`config.mk`:
```
export PLATFORM = sky130hd
export DESIGN_NAME = rfk_tx_end_flat
export DESIGN_NICKNAME = d
export VERILOG_FILES = /design/src/rfk_pkg.sv /design/src/rfk_link_if.sv /design/src/rfk_tx_end.sv /design/src/flat_wrapper.sv
export SDC_FILE = /design/constraint.sdc
export NUM_CORES = 1
export LEC_CHECK = 0
export BUFFER_PORTS_ARGS = -buffer_cell sky130_fd_sc_hd__buf_4
export CORE_ASPECT_RATIO = 1.25
export CORE_MARGIN = 2
export CORE_UTILIZATION = 31
export DETAILED_ROUTE_END_ITERATION = 12
export SETUP_SLACK_MARGIN = 0.05
export SLEW_MARGIN = 20
export SYNTH_ARGS = -nofsm -noshare
export SYNTH_HDL_FRONTEND = slang
export SYNTH_SLANG_ARGS = --single-unit
```
`constraint.sdc`:
```
create_clock -name MCLK -period 5.31 [get_ports MCLK]
set_input_delay 0 -clock MCLK [delete_from_list [all_inputs] [get_ports MCLK]]
set_output_delay 0 -clock MCLK [all_outputs]
set_load 0.1 [all_outputs]
```
`src/rfk_pkg.sv`:
```
/*
 * Package for the RF keying and standby control pair: timing constants,
 * PLL factor and transmitter states.
 * Assumes a single 40 MHz clock shared by both ends.
 */
package rfk_pkg;
    localparam int CLK_MHZ          = 40;
    localparam int WAKE_US          = 500;
    localparam int WAKE_CYC         = WAKE_US * CLK_MHZ;
    localparam int IDLE_MS          = 400;
    localparam int IDLE_CYC         = IDLE_MS * 1000 * CLK_MHZ;
    localparam int REF_DIV_CYC      = 8;
    localparam int PLL_MULT         = 32;
    localparam logic [7:0] PLL_MULT_VAL = 8'h20;
    localparam int CNT_W            = 25;

    typedef enum logic [2:0] {
        ST_STANDBY = 3'b001,
        ST_WAKE    = 3'b010,
        ST_ACTIVE  = 3'b100
    } rfk_state_t;
endpackage : rfk_pkg

```
`src/rfk_link_if.sv`:
```
/*
 * Link between controller end and transmitter end: keying line and the
 * reference clock returned by the transmitter.
 * Assumes both ends run on the same clock.
 */
`timescale 1ns/10ps
interface rfk_link_if;
    logic rf_data_keying_line;
    logic reference_clock_output;
    modport tx  (input rf_data_keying_line, output reference_clock_output);
    modport mcu (output rf_data_keying_line, input reference_clock_output);
endinterface : rfk_link_if

```
`src/rfk_tx_end.sv`:
```
/*
 * Transmitter end: keying, wake-up delay, inactivity standby, gated
 * reference clock and fixed PLL factor.
 * Assumes the keying line arrives through the link interface.
 */
`timescale 1ns/10ps
module rfk_tx_end (
    input  wire logic   MCLK,
    input  wire logic   RST,
    input  wire logic   CE,
    output logic        RF_ON,
    output logic        PLL_ON,
    output logic        STANDBY,
    output logic [7:0]  PLL_MULT,
    rfk_link_if.tx      link
);
    // Synchroniser depth plus the edge-detect stage
    localparam int SYNC_N = 3;

    rfk_pkg::rfk_state_t       state;
    rfk_pkg::rfk_state_t       next_state;
    logic [SYNC_N-1:0]         sync;
    logic [rfk_pkg::CNT_W-1:0] idle_cnt;
    logic [rfk_pkg::CNT_W-1:0] next_idle_cnt;
    logic [rfk_pkg::CNT_W-1:0] wake_cnt;
    logic [rfk_pkg::CNT_W-1:0] next_wake_cnt;
    logic [3:0]                div_cnt;
    logic [3:0]                next_div_cnt;
    logic                      ref_clk;
    logic                      next_ref_clk;

    // Keying line prepended to the chain feeds the first stage
    wire [SYNC_N:0] sync_chain = {sync, link.rf_data_keying_line};
    wire            key_lvl    = sync[1];
    wire            key_prev   = sync[2];
    wire            edge_seen  = key_lvl ^ key_prev;
    wire            rise_seen  = key_lvl & ~key_prev;

    wire in_standby = state == rfk_pkg::ST_STANDBY;
    wire in_wake    = state == rfk_pkg::ST_WAKE;
    wire in_active  = state == rfk_pkg::ST_ACTIVE;

    wire idle_done = idle_cnt == rfk_pkg::CNT_W'(rfk_pkg::IDLE_CYC - 1);
    wire wake_done = wake_cnt == rfk_pkg::CNT_W'(rfk_pkg::WAKE_CYC - 1);
    wire div_wrap  = div_cnt == 4'(rfk_pkg::REF_DIV_CYC - 1);

    // Leaving active needs a full idle span with no edge
    wire go_standby = in_active & idle_done & ~edge_seen;
    wire go_active  = in_wake & wake_done;
    wire go_wake    = in_standby & rise_seen;

    // Carrier keyed from the next state so it drops together with standby
    wire next_rf      = (next_state == rfk_pkg::ST_ACTIVE) & key_lvl;
    wire next_pll_on  = next_state != rfk_pkg::ST_STANDBY;
    wire next_standby = next_state == rfk_pkg::ST_STANDBY;

    always_comb begin
        next_state = state;
        case (state)
            rfk_pkg::ST_STANDBY: begin
                if (go_wake) begin
                    next_state = rfk_pkg::ST_WAKE;
                end
            end
            rfk_pkg::ST_WAKE: begin
                if (go_active) begin
                    next_state = rfk_pkg::ST_ACTIVE;
                end
            end
            rfk_pkg::ST_ACTIVE: begin
                if (go_standby) begin
                    next_state = rfk_pkg::ST_STANDBY;
                end
            end
            default: begin
                next_state = rfk_pkg::ST_STANDBY;
            end
        endcase
    end

    // Any edge, or any state but active, restarts the idle count
    assign next_idle_cnt = (edge_seen || !in_active) ? '0 :
                           idle_done ? idle_cnt : idle_cnt + rfk_pkg::CNT_W'(1);
    assign next_wake_cnt = in_wake ? wake_cnt + rfk_pkg::CNT_W'(1) : '0;
    assign next_div_cnt  = (next_rf && !div_wrap) ? div_cnt + 4'(1) : '0;
    // Reference clock held low whenever the carrier is off
    assign next_ref_clk  = !next_rf ? 1'b0 :
                           div_wrap ? ~ref_clk : ref_clk;

    assign link.reference_clock_output = ref_clk;

    genvar gi;
    generate
        for (gi = 0; gi < SYNC_N; gi++) begin : g_sync
            always_ff @(posedge MCLK) begin
                if (RST) begin
                    sync[gi] <= 1'b0;
                end else if (CE) begin
                    sync[gi] <= sync_chain[gi];
                end
            end
        end
    endgenerate

    always_ff @(posedge MCLK) begin
        if (RST) begin
            state <= rfk_pkg::ST_STANDBY;
        end else if (CE) begin
            state <= next_state;
        end
    end

    always_ff @(posedge MCLK) begin
        if (RST) begin
            idle_cnt <= '0;
        end else if (CE) begin
            idle_cnt <= next_idle_cnt;
        end
    end

    always_ff @(posedge MCLK) begin
        if (RST) begin
            wake_cnt <= '0;
        end else if (CE) begin
            wake_cnt <= next_wake_cnt;
        end
    end

    always_ff @(posedge MCLK) begin
        if (RST) begin
            div_cnt <= '0;
        end else if (CE) begin
            div_cnt <= next_div_cnt;
        end
    end

    always_ff @(posedge MCLK) begin
        if (RST) begin
            ref_clk <= 1'b0;
        end else if (CE) begin
            ref_clk <= next_ref_clk;
        end
    end

    always_ff @(posedge MCLK) begin
        if (RST) begin
            RF_ON <= 1'b0;
        end else if (CE) begin
            RF_ON <= next_rf;
        end
    end

    always_ff @(posedge MCLK) begin
        if (RST) begin
            PLL_ON <= 1'b0;
        end else if (CE) begin
            PLL_ON <= next_pll_on;
        end
    end

    always_ff @(posedge MCLK) begin
        if (RST) begin
            STANDBY <= 1'b1;
        end else if (CE) begin
            STANDBY <= next_standby;
        end
    end

    always_ff @(posedge MCLK) begin
        if (RST) begin
            PLL_MULT <= rfk_pkg::PLL_MULT_VAL;
        end else if (CE) begin
            PLL_MULT <= rfk_pkg::PLL_MULT_VAL;
        end
    end
endmodule : rfk_tx_end

```
`src/flat_wrapper.sv`:
```
// flat-port wrapper written by rule: the top's interface ports become plain ports
module rfk_tx_end_flat 
  (MCLK, RST, CE, RF_ON, PLL_ON, STANDBY, PLL_MULT, link_rf_data_keying_line, link_reference_clock_output);
  rfk_link_if link_i ();
  input  wire logic MCLK;
  input  wire logic RST;
  input  wire logic CE;
  output logic RF_ON;
  output logic PLL_ON;
  output logic STANDBY;
  output logic [7:0] PLL_MULT;
  input wire logic [$bits(link_i.rf_data_keying_line)-1:0] link_rf_data_keying_line;
  output wire logic [$bits(link_i.reference_clock_output)-1:0] link_reference_clock_output;
  assign link_i.rf_data_keying_line = link_rf_data_keying_line;
  assign link_reference_clock_output = link_i.reference_clock_output;
  rfk_tx_end u_core (.MCLK(MCLK), .RST(RST), .CE(CE), .RF_ON(RF_ON), .PLL_ON(PLL_ON), .STANDBY(STANDBY), .PLL_MULT(PLL_MULT), .link(link_i));
endmodule
```
==> metrics.md <==
| Metric | Value |
|---|---|
| CORE AREA | between 10000 and 15000 um2 |
| # hold bufs at CTS | 3 |
| Post-synth ARST share | 0 |
| Nets | 380 |
| Hold path cells | 3 |
| Vias in the first global route | around 2400 |
| Area grow syn2layout | 13.8% |
| Worst R2R Path Depth | 7 |
| Number of diodes | 0 |
| Clock Sinks | 64 |
| HP Start | CE |
| Pwr/cell area | about 310 nW/um2 |
| Worst slew margin | 0.463 |
| Slew at the pin closest to its max-slew limit | 0.806 ns |
| Top FF cell, synth | dfxtp_1 |
| Clock Root Buffer | clkbuf_16 |
| CP startpoint kind | register |
| RSZ-0062 raised after global routing | false |
| Die area | about 11000 um2 |
| Critical-path cell list | inv_1 -> ha_1 -> and4bb_1 -> nand4_2 -> o21ai_2 -> nor2_1 -> o21ba_1 |
| WS Path Type | reg2reg |
| Max-cap check violation count | 0 |
| Static leakage | ~0.0012 uW |
| Post-DP Area | approximately 3300 um2 |
| Min Clock Period, post-route | about 2.2 ns |
| TritonRoute pass-1 iters | 4 |
| Initial antenna violation count | 0 |
| Rows | between 40 and 50 |
| Ys Warns | 0 |
| CP arrival | roughly 2.5 ns |
| Worst skew pair latency | about 0.33 ns |
| Gpl congestion | 0.755 |
| Die height | roughly 120 um |
| Crit. path cell count | 7 |
| Die W | roughly 95 um |
| Post-synthesis cell type count | between 50 and 60 |
| Total GRT Usage | 0.123 |
| Post-synthesis sequential area ratio | 0.402 |
| Maximum VDD drop | roughly 0.18 mV |
| Remaining Overflow, GRT | 0 |
| CP top delay family | compound AO/OA/AOI/OAI gates |
| Mapped cell area | 3190 um2 |
| Resized cells post-CTS | 0 |
| Synth Register Bits | between 60 and 70 |
| TritonCTS Buffers | 9 |
| Io pins | 16 |
| Element type at the critical path end | register |
| Post-route cell area | ~3600 um2 |
| Worst r2r src | u_core.key_prev |
| DRC errors left | 0 |
| Post CTS Setup Buffer Count | 0 |
| EDFF count, synth | 0 |
| Pin count of the biggest net entering global routing | 30 |
| Routed WL | between 6 and 7 mm |
| Clock transition at the registers of the reported paths | 0.05 ns |
| Critical path launch point | u_core.key_prev |
| Post-DR vias/cell | about 5 |
| CTS Buffer Depth | 2 |
| Post-route ant nets | 0 |
| Crit path max fanout | 15 |
| Syn Inst Count | about 370 |
| Worst Skew | 0.00651 ns |
| Pins over their slew limit | 0 |
| Worst min path class | in2reg |
| IO buf count | 7 |
| CTS tree | yes |
| Final hold viol count | 0 |
| Part of the cycle the worst path needs | 0.422 |
| Wire length of the first global-routing pass | approximately 11 mm |
| Critical Path RT | roughly 5.5 ns |
| DR WL/cell | 12.6 um |
| HPWL Detailed | around 4.4 mm |
| H-Tree Depth | 3 |
| Critical path buffers and inverters | 1 |
| Slowest CP cell | o21ai_2 |
| Via count | around 2600 |
| Number of DRC markers in iteration 0 | 82 |
| Status | complete, no violations |
| Sum Neg Setup Slack | 0 ns |
| Final setup fails | 0 |
| Syn avg cell area | 8.64 um2 |
| Peak per-stage delay on the critical path | about 0.57 ns |
| Starting density of the core | 0.317 |
| PnR worst setup slack | between 3 and 4 ns |
| Fmax | 0.446 GHz |
| Total power | 1130 uW |
| Post-Place Cells | just under 500 |
| Place WS | 3.08 ns |
| Non-Filler Instances | slightly above 500 |
| Ratio of cells with drive above 1 in the final layout | 0.0955 |
==> placed cells by master, fill, tap and decap left out, types with 3 or more instances in the layout <==
| cell | instances |
|---|---|
| dfxtp_1 | 64 |
| nor3b_1 | 3 |
| nor3_1 | 7 |
| xor2_1 | 13 |
| o2111ai_1 | 5 |
| nor4_1 | 11 |
| inv_1 | 9 |
| nand3_2 | 3 |
| o21ai_0 | 5 |
| mux2i_1 | 4 |
| dlygate4sd3_1 | 3 |
| conb_1 | 8 |
| xnor2_1 | 24 |
| ha_1 | 4 |
| and4_1 | 5 |
| nand4_1 | 8 |
| nand2_1 | 26 |
| or3_1 | 9 |
| or4_1 | 4 |
| nand3_1 | 17 |
| buf_4 | 7 |
| clkbuf_16 | 9 |
| nor2_1 | 47 |
| nor3_2 | 3 |
| o21bai_1 | 3 |
| o31ai_1 | 4 |
| and3_1 | 11 |
| and2_1 | 3 |
| a21oi_1 | 19 |
==> path summary, 6_finish.rpt <==
kind / to / slack (ns)
min: u_core.state[1] / 0.12
min reg2reg: u_core.RF_ON / 0.46
max reg2reg: u_core.PLL_ON / 3.07
max: u_core.PLL_ON / 3.07
==> power breakdown <==
| part | total [uW] | internal, uW | switching (uW) | leakage (uW) |
|---|---|---|---|---|
| sequential | 484 | 482 | 1.80 | 0.000516 |
| clock | 594 | 387 | 207 | 0.000148 |
| combinational | 51.4 | 7.86 | 43.6 | 0.000528 |
| total | 1130 | 877 | 253 | 0.00119 |
==> flip-flops by register name, indices dropped and copies added (netlist names) <==
| register | flops |
|---|---|
| u_core.PLL_ON | 1 |
| u_core.key_lvl | 1 |
| u_core.link.reference_clock_output | 1 |
| u_core.state | 3 |
| u_core.STANDBY | 1 |
| u_core.wake_cnt | 25 |
| u_core.RF_ON | 1 |
| u_core.sync | 1 |
| u_core.key_prev | 1 |
| u_core.div_cnt | 4 |
| u_core.idle_cnt | 25 |
==> cells by family (layout without fill, tap and decap cells) <==
logic type | count (synthesis) | in the layout | share of synthesized area
and+or+nand+nor | 174 | 174 | 0.307
buffers and inverters | 33 | 35 | 0.0530
adders and majority gates | 4 | 4 | 0.0157
DFF | 64 | 64 | 0.402
xor gates and xnor gates | 37 | 37 | 0.102
muxes | 4 | 4 | 0.0126
AOI/OAI and AO/OA | 51 | 51 | 0.106
other | 2 | 8 | 0.00236
==> metal layers <==
metal,track usage,routed length [um],up-vias
met5,0,0,-
met4,0.0516,88,0
met3,0.0289,165,11
met2,0.208,3280,32
met1,0.147,2840,1211
li1,-,-,1309
==> worst reg2reg max path: cells and delay by family (launching register included) <==
family / cells / cell delay [ns]
buffers and inverters: 1 / 0.05
adders and majority gates: 1 / 0.28
AOI/OAI and AO/OA: 2 / 0.79
DFF: 1 / 0.33
and+or+nand+nor: 3 / 0.69
==> synth_stat cells (all sizes together), types with 3 or more instances <==
library cell  number  area share
nor4              12       0.028
dfxtp             64        0.40
or3                9       0.018
xor2              13       0.036
nor3b              3      0.0071
nor2              48       0.057
mux2i              4       0.013
or4                5       0.013
nand4             10       0.024
and3              11       0.022
nand2             26       0.031
xnor2             24       0.066
o21bai             4       0.011
o31ai              4      0.0094
nor3              10       0.020
ha                 4       0.016
o2111ai            5       0.014
a21oi             19       0.030
and2               3      0.0059
nand3             20       0.036
and4               5       0.014
o21ai              8       0.014
inv                9       0.011
clkbuf             6      0.0071
buf               18       0.035
==> per-stage QoR <==
step,hold slack (ns),utilization
floorplan,0.147,-
global placement,0.233,0.327
detailed placement,0.254,0.327
CTS,0.108,0.361
global route,0.135,0.361
finish,0.117,0.361
==> area by class of cell <==
type                    count  area (um2)
clock buffers              11         253
fillers                  1049        6430
clock inverters             5        55.1
multi-input cells         278        1760
repair buffers             10        82.6
well taps                 129         161
inverters                   9        33.8
flip-flops and latches     64        1280
(Power assumes the default switching activity.)
